### src/pkg/xsp_defines.vh
// xsp_defines.vh: constants for the transceiver status-pin and host-port select block
// assumes inclusion by bare name from core files
`ifndef XSP_DEFINES_VH
`define XSP_DEFINES_VH
`define XSP_STAT_LIVE_LOL_BIT  4
`define XSP_STAT_LATCH_LOL_BIT 4
`define XSP_SRC_LOL            0
`define XSP_SRC_LOS            1
`define XSP_SRC_FIFO           2
`define XSP_NSRC               3
`define XSP_CMU_MULT           7'h40
`define XSP_CLK622_HALF        8'h01
`define XSP_DRV_OPEN_DRAIN     1'b0
`define XSP_DRV_PUSH_PULL      1'b1
`define XSP_SYNC_IDLE          12'h00C
`define XSP_STATUS_RST         8'h00
`define XSP_PORT_SEL_RST       1'b1
`endif

### src/core/xsp_status_pins.v
// xsp_status_pins.v: status pins, interrupt, host-port select for the optical transceiver
// assumes analog detectors, cdr and serial protocol engine sit outside; flags are pins
// assumes mask, enable, clear and drive controls come from register logic on i_clock
//
// Behaviour
// - interrupt output is active low, pulled low on pending unmasked events
// - each source has a mask; pending sources readable as status vector
// - global enable cleared means interrupt output never asserts
// - interrupt driver open drain or push pull, open drain after reset
// - lock-lost output high during loss of lock; unmasked it interrupts
// - live lock-lost at status bit 4, latched copy at latched bit 4
// - without reference clock, lock loss judged from data quality measure
// - lock-lost pin may instead carry the 622 MHz tx clock sampled on i_clock, an aliased copy
// - signal-lost output high when any analog, count or quality detector reports loss
// - multiplier mode with synchronous reference gives line rate of 64 times reference
// - tx path fifo absorbs jitter between recovered data and multiplied clock
// - reference clock optional, feeds multiplier and both clock recoveries
// - port select low picks i2c, high picks spi-like, default high
// - host serial data pin open drain default or push pull, starts high-z
`timescale 1ns/1ps
`default_nettype none
`include "xsp_defines.vh"
module xsp_status_pins #(
  parameter NSRC = `XSP_NSRC
) (
  input  wire            i_clock,
  input  wire            i_resetn,
  input  wire            i_ref_present,        // reference clock detected
  input  wire            i_ref_lock_lost,      // reference-comparison lock detector
  input  wire            i_quality_lock_lost,  // data-quality lock detector
  input  wire            i_los_analog,
  input  wire            i_los_count,
  input  wire            i_los_quality,
  input  wire            i_tx_fifo_err,        // tx jitter fifo over/underflow
  input  wire            i_tx_clk622,          // 622 MHz clock derived from tx input
  input  wire            i_lol_clock_mode,     // lock-lost pin carries clock
  input  wire [NSRC-1:0] i_irq_mask,           // 1 = source enabled
  input  wire            i_irq_global_en,
  input  wire            i_irq_push_pull,
  input  wire            i_sd_push_pull,
  input  wire [NSRC-1:0] i_latch_clear,        // write-one-to-clear pulses
  input  wire            i_host_port_select,
  input  wire            i_host_cs_n,
  input  wire            i_host_sck,
  input  wire            i_sd_drive_low,       // serial engine wants data pin low
  input  wire            i_sd_drive_en,        // serial engine owns data pin
  output wire            o_irq_n_out,
  output wire            o_irq_n_oe,
  output reg             o_rx_lock_lost_out,
  output reg             o_rx_signal_lost_out,
  output reg  [7:0]      o_live_status,
  output reg  [7:0]      o_latched_status,
  output reg  [NSRC-1:0] o_irq_pending,
  output reg             o_spi_mode,
  output reg             o_spi_selected,
  output reg             o_sck_rise,
  output reg             o_sck_fall,
  output wire            o_sd_out,
  output wire            o_sd_oe,
  output wire [6:0]      o_cmu_multiplier,
  output wire            o_cdr_use_reference
);
  // reset release through two flops
  // asynchronous assert, synchronous release so no flop leaves reset on a skewed edge
  reg rst_s1_ff, rst_s2_ff;
  always @(posedge i_clock or negedge i_resetn) begin
    if (!i_resetn) begin
      rst_s1_ff <= 1'b0;
      rst_s2_ff <= 1'b0;
    end else begin
      rst_s1_ff <= 1'b1;
      rst_s2_ff <= rst_s1_ff;
    end
  end
  wire rst_n = rst_s2_ff;

  // every outside level except the register controls and the serial engine drive requests crosses two flops; first stage read only by second
  // trade-off: two flops add latency but keep metastability off the flags
  localparam NIN = 12;
  wire [NIN-1:0] raw_in = {i_ref_present, i_ref_lock_lost, i_quality_lock_lost, i_los_analog, i_los_count,
                           i_los_quality, i_tx_fifo_err, i_tx_clk622, i_host_port_select, i_host_cs_n,
                           i_host_sck, i_lol_clock_mode};
  reg [NIN-1:0] sync1_ff, sync2_ff;
  always @(posedge i_clock or negedge rst_n) begin
    if (!rst_n) begin
      sync1_ff <= `XSP_SYNC_IDLE; // select and chip select idle high like the pull-ups
      sync2_ff <= `XSP_SYNC_IDLE;
    end else begin
      sync1_ff <= raw_in;
      sync2_ff <= sync1_ff;
    end
  end
  wire ref_present  = sync2_ff[11];
  wire ref_lol      = sync2_ff[10];
  wire qual_lol     = sync2_ff[9];
  wire los_a        = sync2_ff[8];
  wire los_c        = sync2_ff[7];
  wire los_q        = sync2_ff[6];
  wire fifo_err     = sync2_ff[5];
  wire clk622       = sync2_ff[4];
  wire port_sel     = sync2_ff[3];
  wire cs_n         = sync2_ff[2];
  wire sck          = sync2_ff[1];
  wire lol_clk_mode = sync2_ff[0];

  // lock detector choice: reference compare when present, else data quality
  wire lol_live = ref_present ? ref_lol : qual_lol;
  wire los_live = los_a | los_c | los_q;
  // clock-plan hints for the analog side
  assign o_cmu_multiplier    = `XSP_CMU_MULT;
  assign o_cdr_use_reference = ref_present;

  // sources and latching; set beats clear so no edge is lost
  wire [NSRC-1:0] src = {fifo_err, los_live, lol_live}; // fifo flag
  reg  [NSRC-1:0] nxt_pend;
  reg             nxt_lol_pin;
  reg             sck_d_ff;

  // pending: a clear pulse only wins once its source has gone quiet
  always @* begin
    nxt_pend = (o_irq_pending & ~i_latch_clear) | src;
  end

  // lock-lost pin: level by default, or the sampled 622 MHz copy
  // a clock this fast is only sampled here; the pin shows the aliased copy
  always @* begin
    nxt_lol_pin = lol_live;
    if (lol_clk_mode) begin
      nxt_lol_pin = clk622;
    end
  end

  // sticky pending vector, readable as interrupt status
  always @(posedge i_clock or negedge rst_n) begin
    if (!rst_n) begin
      o_irq_pending <= {NSRC{1'b0}};
    end else begin
      o_irq_pending <= nxt_pend;
    end
  end

  // status pins one flop after the synchronisers, so 3 clocks pin to pin
  always @(posedge i_clock or negedge rst_n) begin
    if (!rst_n) begin
      o_rx_lock_lost_out   <= 1'b0;
      o_rx_signal_lost_out <= 1'b0;
    end else begin
      o_rx_lock_lost_out   <= nxt_lol_pin;
      o_rx_signal_lost_out <= los_live;
    end
  end

  // live status byte: only the lock bit is defined in this block
  always @(posedge i_clock or negedge rst_n) begin
    if (!rst_n) begin
      o_live_status <= `XSP_STATUS_RST;
    end else begin
      o_live_status <= `XSP_STATUS_RST;
      o_live_status[`XSP_STAT_LIVE_LOL_BIT] <= lol_live;
    end
  end

  // latched byte mirrors the next pending lock bit, so it never lags the flag
  always @(posedge i_clock or negedge rst_n) begin
    if (!rst_n) begin
      o_latched_status <= `XSP_STATUS_RST;
    end else begin
      o_latched_status <= `XSP_STATUS_RST;
      o_latched_status[`XSP_STAT_LATCH_LOL_BIT] <= nxt_pend[`XSP_SRC_LOL];
    end
  end

  // port select and chip select; reset values match the pull-ups
  always @(posedge i_clock or negedge rst_n) begin
    if (!rst_n) begin
      o_spi_mode     <= `XSP_PORT_SEL_RST;
      o_spi_selected <= 1'b0;
    end else begin
      o_spi_mode     <= port_sel;
      o_spi_selected <= port_sel & ~cs_n;
    end
  end

  // serial clock edges; the delay flop idles low like an idle link clock
  // limitation: edges closer than one system clock apart are merged
  always @(posedge i_clock or negedge rst_n) begin
    if (!rst_n) begin
      sck_d_ff   <= 1'b0;
      o_sck_rise <= 1'b0;
      o_sck_fall <= 1'b0;
    end else begin
      sck_d_ff   <= sck;
      o_sck_rise <= sck & ~sck_d_ff;
      o_sck_fall <= ~sck & sck_d_ff;
    end
  end

  // interrupt pin: global enable gates all, driver type chosen by software
  // registered so the pin never glitches while pending bits settle
  reg irq_act_ff;
  reg nxt_irq_act;
  always @* begin
    nxt_irq_act = i_irq_global_en & |(o_irq_pending & i_irq_mask);
  end

  always @(posedge i_clock or negedge rst_n) begin
    if (!rst_n) begin
      irq_act_ff <= 1'b0;
    end else begin
      irq_act_ff <= nxt_irq_act;
    end
  end

  // open drain drives only the low level; push pull drives both levels
  assign o_irq_n_out = ~irq_act_ff;
  assign o_irq_n_oe  = irq_act_ff | (i_irq_push_pull == `XSP_DRV_PUSH_PULL);

  // data pin: open drain drives only low; push pull drives when engine owns it
  // push pull starts released: oe waits until the serial engine owns the pin
  assign o_sd_out = ~i_sd_drive_low;
  assign o_sd_oe  = rst_n & i_sd_drive_en &
                    ((i_sd_push_pull == `XSP_DRV_PUSH_PULL) | i_sd_drive_low);
endmodule // xsp_status_pins
`default_nettype wire

### config.mk
export PLATFORM = sky130hd
export DESIGN_NAME = xsp_status_pins
export DESIGN_NICKNAME = d
export VERILOG_FILES = /design/src/core/xsp_status_pins.v
export VERILOG_INCLUDE_DIRS = /design/src /design/src/pkg
export SDC_FILE = /design/constraint.sdc
export NUM_CORES = 1
export LEC_CHECK = 0
export ABC_AREA = 0
export BUFFER_PORTS_ARGS = -buffer_cell sky130_fd_sc_hd__buf_2
export CELL_PAD_IN_SITES_DETAIL_PLACEMENT = 2
export CELL_PAD_IN_SITES_GLOBAL_PLACEMENT = 2
export CORE_ASPECT_RATIO = 0.8
export CORE_MARGIN = 1.5
export CORE_UTILIZATION = 30
export CTS_CLUSTER_DIAMETER = 80
export DETAILED_ROUTE_END_ITERATION = 8
export HOLD_SLACK_MARGIN = 0.06
export PLACE_DENSITY = 0.81
export SLEW_MARGIN = 0
export SYNTH_ARGS = -nofsm -noshare
export SYNTH_HDL_FRONTEND = slang
export SYNTH_SLANG_ARGS = --single-unit
export TNS_END_PERCENT = 5
### constraint.sdc
create_clock -name i_clock -period 4.6 [get_ports i_clock]
set_clock_uncertainty 0.2 [all_clocks]
set_input_delay 0.23 -clock i_clock [delete_from_list [all_inputs] [get_ports i_clock]]
set_output_delay 0.23 -clock i_clock [all_outputs]
set_load 0.03 [all_outputs]
Yosys cells after proc, flatten, opt, wreduce, memory -nomap -nowiden
Cells that the tools add are included.
{"block": "word_totals", "reg_bits": 39, "out_inout_bits": 37, "inputBits": 25}
{"block": "op_classes", "muxes": 2, "n_reduce_logical": 1, "bitwise": 19}
{"cell": "AND 1 bit", "n": 6}
{"cell": "AND 3 bit", "n": 2}
{"cell": "inverter 1 bit", "n": 5}
{"cell": "bitwise OR 1 bit", "n": 4}
{"cell": "inverter 3 bit", "n": 1}
{"cell": "bitwise OR 3 bit", "n": 1}
{"cell": "OR reduction 3 bit", "n": 1}
{"cell": "two-way mux 1 bit", "n": 2}

Logic depth before layout (Yosys ltp)
Gate-level depths: netlist of the first run.
{"block": "logic_depth", "depth_word": 3, "ltp_mapped": 2, "depth_no_buf": 2}

Least setup slack after synthesis of the first run
OpenSTA, ideal clock, no wires.
{"block": "synth_timing", "path_kind": "register to output", "startpoint": "register rst_s2_ff, in the netlist rst_n", "endpoint": "output o_sd_oe", "path_stages_with_launch": 2, "path_buffers": 0, "arrival_time_ns": 1.513, "slack_ns": 2.657, "required_ns": 4.170, "path_cell_list": "dfrtp_1 -> o211a_1"}
{"block": "synth_between", "elab_chain_len": 2}
{"element": "start, declared", "line_no": "xsp_status_pins.v:65", "source": "reg rst_s1_ff, rst_s2_ff;"}
{"element": "start signal, assigned", "line_no": "xsp_status_pins.v:72", "source": "rst_s2_ff <= rst_s1_ff;"}
{"element": "AND 1 bit (2 in a row)", "line_no": "xsp_status_pins.v:221", "source": "assign o_sd_oe = rst_n & i_sd_drive_en &"}
{"element": "end, declared", "line_no": "xsp_status_pins.v:59", "source": "output wire o_sd_oe,"}
Every way passes these cells.

Worst setup path in the final report of the first run
{"block": "layout_timing", "startpoint": "register o_irq_pending[0]", "endpoint": "register irq_act_ff"}
{"block": "layout_between", "elab_chain_len": 3}
{"element": "start, declared", "line_no": "xsp_status_pins.v:53", "source": "output reg [NSRC-1:0] o_irq_pending,"}
{"element": "start signal, assigned", "line_no": "xsp_status_pins.v:136", "source": "o_irq_pending <= {NSRC{1'b0}};"}
{"element": "start signal, assigned", "line_no": "xsp_status_pins.v:138", "source": "o_irq_pending <= nxt_pend;"}
{"element": "AND 3 bit", "line_no": "xsp_status_pins.v:203", "source": "nxt_irq_act = i_irq_global_en & |(o_irq_pending & i_irq_mask);"}
{"element": "OR reduction 3 bit", "line_no": "xsp_status_pins.v:203"}
{"element": "AND 1 bit", "line_no": "xsp_status_pins.v:203"}
{"element": "via nxt_irq_act", "line_no": "xsp_status_pins.v:201", "source": "reg nxt_irq_act;"}
{"element": "end signal, assigned", "line_no": "xsp_status_pins.v:210", "source": "irq_act_ff <= nxt_irq_act;"}
{"element": "end, declared", "line_no": "xsp_status_pins.v:200", "source": "reg irq_act_ff;"}
The timed path passes the listed nets, and every way through them passes these cells.

==> flow_summary_export.csv, run 1 <==
group,metric,value,unit
detailed_routing,wirelength,2.35,mm
die,design.die.area,0.00459,sq mm
global_route,grt_pass1_vias,733,
synth,yosysWarnings,0,
die,initial_core_util,32.2,%
cts,clock-root-buffer,"clkbuf_8",
finish,antennaDiodeCount,0,
die,core_area,0.00390,sq mm
die,placementRows,20,
cts,cts_max_level,2,
synth,synth_cell_types,14,
critical_path,r2r_start,"o_irq_pending[0]$_DFF_PN0_",
synth,yosysSeqAreaShare,76.2,%
critical_path,cp_data_arrival_time,1660,ps
synth,synth_fa_ha_area_share,0,%
critical_path,required,4570,ps
sta,drv_slew,0,
power,power.leakage,0.871,nW
critical_path,path_cells,"a222oi_1 -> nor2b_1 -> dlygate4sd3_1",
detailed_routing,drtIter0Drc,18,
synth,yosysTopAreaCell,"dfrtp_1",
flow_run,maxCapViolCount,0,
detailed_routing,vias,749,
worst_hold_path,min-delay-start,"sync1_ff[10]$_DFF_PN0_",
synth,synth_compound_gate_area_share,3.49,%
sta,fmax,0.592,GHz
sta,tns,0,ps
sta,whs,151,ps
synth,synth_area_per_cell,15.7,sq um
die,die_h,60.9,um
sta,timing.final.crit_share,36.7,%
placed_design,place_hpwl,1.65,mm
sta,setup_violations,0,
cts,cts_tree,"yes",
finish,area_delta_synth_final,37.6,%
cts,path_clk_slew,70,ps
die,die_w,75.3,um
finish,reg_top3,"sync1_ff: 12 flops, sync2_ff: 12 flops, o_irq_pending: 3 flops",
critical_path,slowest_delay,560,ps
finish,drive_above_1_share,39.7,%
synth,synth.mux.area_fraction,2.09,%
critical_path,cp_top_family,"buffers and inverters",
outcome,status,"completed",
synth,netlist.area_leader.share,65.7,%
critical_path,cpMaxStageDelayCell,"dlygate4sd3_1",
cts,insertion_delay,280,ps
global_route,grt_pass1_wl,3.53,mm
sta,grt_setup_unrepaired,"no",
placed_design,place_ws,3330,ps
cts,cts_setup_buffers,0,
synth,synthSimpleGateAreaFrac,2.99,%
finish,nets,170,
cts,clock-sinks,38,
cts,numCtsBuffers,5,
global_route,antenna_found_initial,0,
placed_design,place_congestion,0.684,
critical_path,path_buf_inv,1,
critical_path,crit_fanout,4,
die,ios,62,
synth,syn-instance-count,80,
detailed_routing,wl_per_cell,11.7,um
global_route,grt_max_degree,37,
power,peakVddDrop,198,uV
synth,synth_top_family_by_area,"buffers and inverters",
critical_path,critPathLaunchType,"register",
synth,synth.area.top_cells,"dfrtp_1, buf_4, dfstp_2, nor2b_1, inv_1",
detailed_routing,viasPerCell,3.73,
cts,clk_path_buf_depth,2,
detailed_routing,drc,0,
sta,fin_crit,1690,ps
worst_hold_path,hp-class,"reg -> reg",
detailed_routing,dr.pass1.iters,4,
cts,cts-resized-gates,0,
synth,synth_area,0.00126,sq mm
critical_path,crit_path_end_kind,"register",
sta,fin_ws,2910,ps
detailed_routing,final_antenna_net_count,0,
global_route,grt_usage,11.4,%
critical_path,critical_path_class,"reg -> reg",
power,power_density,395,mW/mm^2
synth,yosys_register_bits,38,
sta,hold_viol,0,
placed_design,port_buffers,40,
synth,synthXorXnorAreaFrac,0,%
global_route,overflow,0,
critical_path,cp-startpoint,"o_irq_pending[0]$_DFF_PN0_",
cts,cts_hold_buf,19,
==> final timing paths <==
| check | to | slack [ps] | cells after the start |
|---|---|---|---|
| min in group asynchronous | sync1_ff[0]$_DFF_PN0_ | 160 | 1 |
| hold reg to reg | sync2_ff[10]$_DFF_PN0_ | 150 | 0 |
| hold / removal | sync2_ff[10]$_DFF_PN0_ | 150 | 0 |
| max in group asynchronous | rst_n$_DFF_PN0_ | 3480 | 3 |
| setup reg to reg | irq_act_ff$_DFF_PN0_ | 2910 | 3 |
| setup / recovery | irq_act_ff$_DFF_PN0_ | 2910 | 3 |
==> cell usage after synthesis <==
master	n
buf_4	22
o211a_1	1
or2_2	1
mux2_2	1
nor2b_1	4
or3_1	1
a222oi_1	1
dfstp_2	5
a21o_2	1
a21o_1	2
inv_1	5
conb_1	2
dfrtp_1	33
mux2_4	1
==> metrics by stage <==
stage,instances,area [sq um],utilization (%),power (mW)
floorplan,100,1330,-,0.432
global placement,174,1440,37.0,0.440
detailed placement,174,1440,37.0,0.443
CTS,201,1730,44.3,0.693
global route,201,1730,44.3,0.721
finish,201,1730,44.3,0.682
==> worst reg2reg max path, delay by kind of cell (launching register included) <==
family,cells,cell delay [ps]
and+or+nand+nor,1,80
AOI/OAI and AO/OA,1,320
DFF,1,420
buffers and inverters,1,560
==> where the power goes <==
part / leakage, nW / internal (mW) / switching, mW
clock: 0.0472 / 0.120 / 0.113
combinational: 0.389 / 0.0297 / 0.0582
sequential: 0.435 / 0.354 / 0.00700
total: 0.871 / 0.504 / 0.178
==> placed cells by master, fill, tap and decap left out <==
master,instances
nor2b_1,4
clkinvlp_4,1
or2_2,1
inv_1,5
mux2_2,1
dfstp_2,5
a222oi_1,1
or3_1,1
clkinv_2,1
a21o_1,2
dlygate4sd3_1,19
a21o_2,1
dfrtp_1,33
buf_2,40
o211a_1,1
buf_4,1
mux2_4,1
clkbuf_8,6
conb_1,22
==> kinds of logic (layout without fill, tap and decap cells) <==
kind of cell           Yosys count  after routing
multiplexers                     2              2
AO/OA/AOI/OAI                    5              5
AND/OR/NAND/NOR                  6              6
other                            2             22
flip-flops                      38             38
buffers and inverters           27             73
==> layout make-up <==
class / instances / area (sq um)
repair buffers: 60 / 398
multi-input cells: 35 / 190
well taps: 55 / 68.8
fillers: 422 / 2180
clock buffers: 6 / 82.6
flip-flops and latches: 38 / 957
inverters: 5 / 18.8
clock inverters: 2 / 12.5
==> metal layers <==
metal / track usage, % / share of wire, % / vias to the layer above
li1: - / - / 333
met1: 12.2 / 37 / 364
met2: 18.8 / 50 / 50
met3: 7.14 / 13 / 2
met4: 3.83 / 0.34 / 0
met5: 0 / 0 / -
No activity file was read; power rests on OpenSTA's default activity.
==> run 2: changes to the inputs <==
- CORE_UTILIZATION: 30 -> 25
- PLACE_DENSITY: 0.81 -> 0.72
- clock period: 4.6 -> 1.5 ns (I/O delays scaled with it)
==> run 2 against run 1 <==
- cell count grew 4.0%
- utilization down 6.8 points
- design area is 2.0% higher
- power increased to 3.1 times the previous value
- sequential power rose to 3.0 times the previous value
- hold slack got worse by 37 ps
- via count up 1.1%
- highest routed layer unchanged
- flip-flop and latch count unchanged
==> flow_summary_export.csv, run 2 (same netlist as run 1, synthesis figures left out) <==
group,metric,value,unit
cts,cts_max_level,2,
critical_path,r2r_slack,210,ps
sta,timing.final.crit_share,94.2,%
cts,clk_path_buf_depth,2,
critical_path,worstReg2RegEnd,"o_rx_lock_lost_out$_DFF_PN0_",
finish,nets,173,
power,peakVddDrop,517,uV
die,ios,62,
finish,area_delta_synth_final,40.3,%
detailed_routing,wl_met2,1.30,mm
finish,layout_common_cells,"buf_2, dfrtp_1, conb_1",
critical_path,crit_fanout,2,
detailed_routing,wl_met3,292,um
placed_design,dp.cells,180,
sta,whs,115,ps
global_route,grt_usage,10.8,%
global_route,grt_pass1_wl,4.02,mm
detailed_routing,viasPerCell,3.62,
detailed_routing,wl_per_cell,12.1,um
sta,drv_slew,0,
detailed_routing,wirelength,2.52,mm
finish,layout_commonest_cell,"buf_2",
detailed_routing,vias,757,
detailed_routing,wirelength_met1,904,um
placed_design,place_hpwl,1.69,mm
global_route,grt_pass1_vias,825,
critical_path,crit_path_end_kind,"output port",
finish,drive_above_1_share,40.3,%
cts,clock-sinks,38,
sta,setup_violations,0,
die,die_w,82.3,um
cts,cts_tree,"yes",
finish,antennaDiodeCount,0,
power,power,2.11,mW
sta,fmax,0.708,GHz
sta,tns,0,ps
critical_path,critPathLaunchType,"register",
critical_path,cp-startpoint,"irq_act_ff$_DFF_PN0_",
finish,reg_top3,"sync1_ff: 12 flops, sync2_ff: 12 flops, o_irq_pending: 3 flops",
detailed_routing,dr.pass1.iters,4,
placed_design,port_buffers,40,
critical_path,required,1220,ps
power,power_density,1190,mW/mm^2
critical_path,cp_data_arrival_time,1140,ps
detailed_routing,drtIter0Drc,21,
die,core_area,0.00471,sq mm
finish,final_area,0.00176,sq mm
die,initial_core_util,26.7,%
detailed_routing,top_layer_used,"met4",
placed_design,placed_area,0.00146,sq mm
placed_design,place_congestion,0.623,
die,design.die.area,0.00546,sq mm
worst_hold_path,hp-class,"reg -> async",
global_route,grt_max_degree,37,
sta,grt_setup_unrepaired,"no",
cts,insertion_delay,290,ps
global_route,antenna_found_initial,0,
die,die_h,66.4,um
die,placementRows,22,
critical_path,critical_path_class,"reg -> out",
global_route,overflow,0,
critical_path,r2r_start,"sync2_ff[11]$_DFF_PN0_",
cts,clock-root-buffer,"clkbuf_8",
power,power.leakage,0.882,nW
outcome,status,"completed",
finish,fin_cells,209,
critical_path,reg2reg_depth,2,
sta,fin_crit,1410,ps
cts,numCtsBuffers,5,
detailed_routing,drc,0,
cts,path_clk_slew,70,ps
sta,hold_viol,0,
critical_path,crit_end,"o_irq_n_oe",
cts,cts_setup_buffers,0,
detailed_routing,final_antenna_net_count,0,
flow_run,maxCapViolCount,0,
[run 2: cell count changes in the layout (fill, tap and decap cells not counted), sizes merged]
| cell | previous run | this run |
|---|---|---|
| dlygate4sd3 | 19 | 21 |
| buf | 41 | 42 |
[run 2: cell type report]
class	count	area [sq um]
Clock buffer	6	82.6
Fill cell	509	2940
Sequential cell	38	958
Tap cell	60	75.1
Inverter	5	18.8
Timing Repair Buffer	63	425
Multi-Input combinational cell	35	190
Clock inverter	2	12.5
[run 2: worst min-delay path by stage]
stage	startpoint	end	cells after the start	slack, ps
2_1_floorplan	i_resetn	rst_n$_DFF_PN0_	0	-420
3_3_place_gp	i_resetn	rst_s1_ff$_DFF_PN0_	1	-340
3_5_place_dp	i_resetn	rst_s1_ff$_DFF_PN0_	1	-340
4_1_cts	rst_n$_DFF_PN0_	o_live_status[4]$_DFF_PN0_	1	130
5_1_grt	sync1_ff[1]$_DFF_PN0_	sync2_ff[1]$_DFF_PN0_	0	160
6_report	rst_n$_DFF_PN0_	sync1_ff[0]$_DFF_PN0_	1	110
[run 2: routing by layer]
| metal | up-vias | GRT usage (%) |
|---|---|---|
| met5 | - | 0 |
| met4 | 0 | 4.45 |
| met3 | 3 | 6.62 |
| met2 | 47 | 17.7 |
| met1 | 368 | 10.9 |
| li1 | 339 | - |
[run 2: worst max-delay path: stages, from the launching register on]
cell and delay (ps):
dfrtp_1 380, or2_2 290, buf_2 180
[run 2: where the power goes]
group	total (mW)	switching, mW	leakage [nW]	internal, mW
registers	1.10	0.0195	0.434	1.08
clock network	0.721	0.353	0.0472	0.369
logic	0.281	0.184	0.401	0.0969
total	2.11	0.556	0.882	1.55
[run 2: stage by stage]
step                utilization, %  setup slack, ps
floorplan                        -             69.7
global placement              31.0              255
detailed placement            31.0              214
CTS                           37.5             65.3
global route                  37.5             19.0
finish                        37.5             86.6
[run 2: timing repair]
action / CTS / global route
resized for setup: 0 / 0
hold buffers: 21 / 0
hold endpoints to repair: 18 / 0
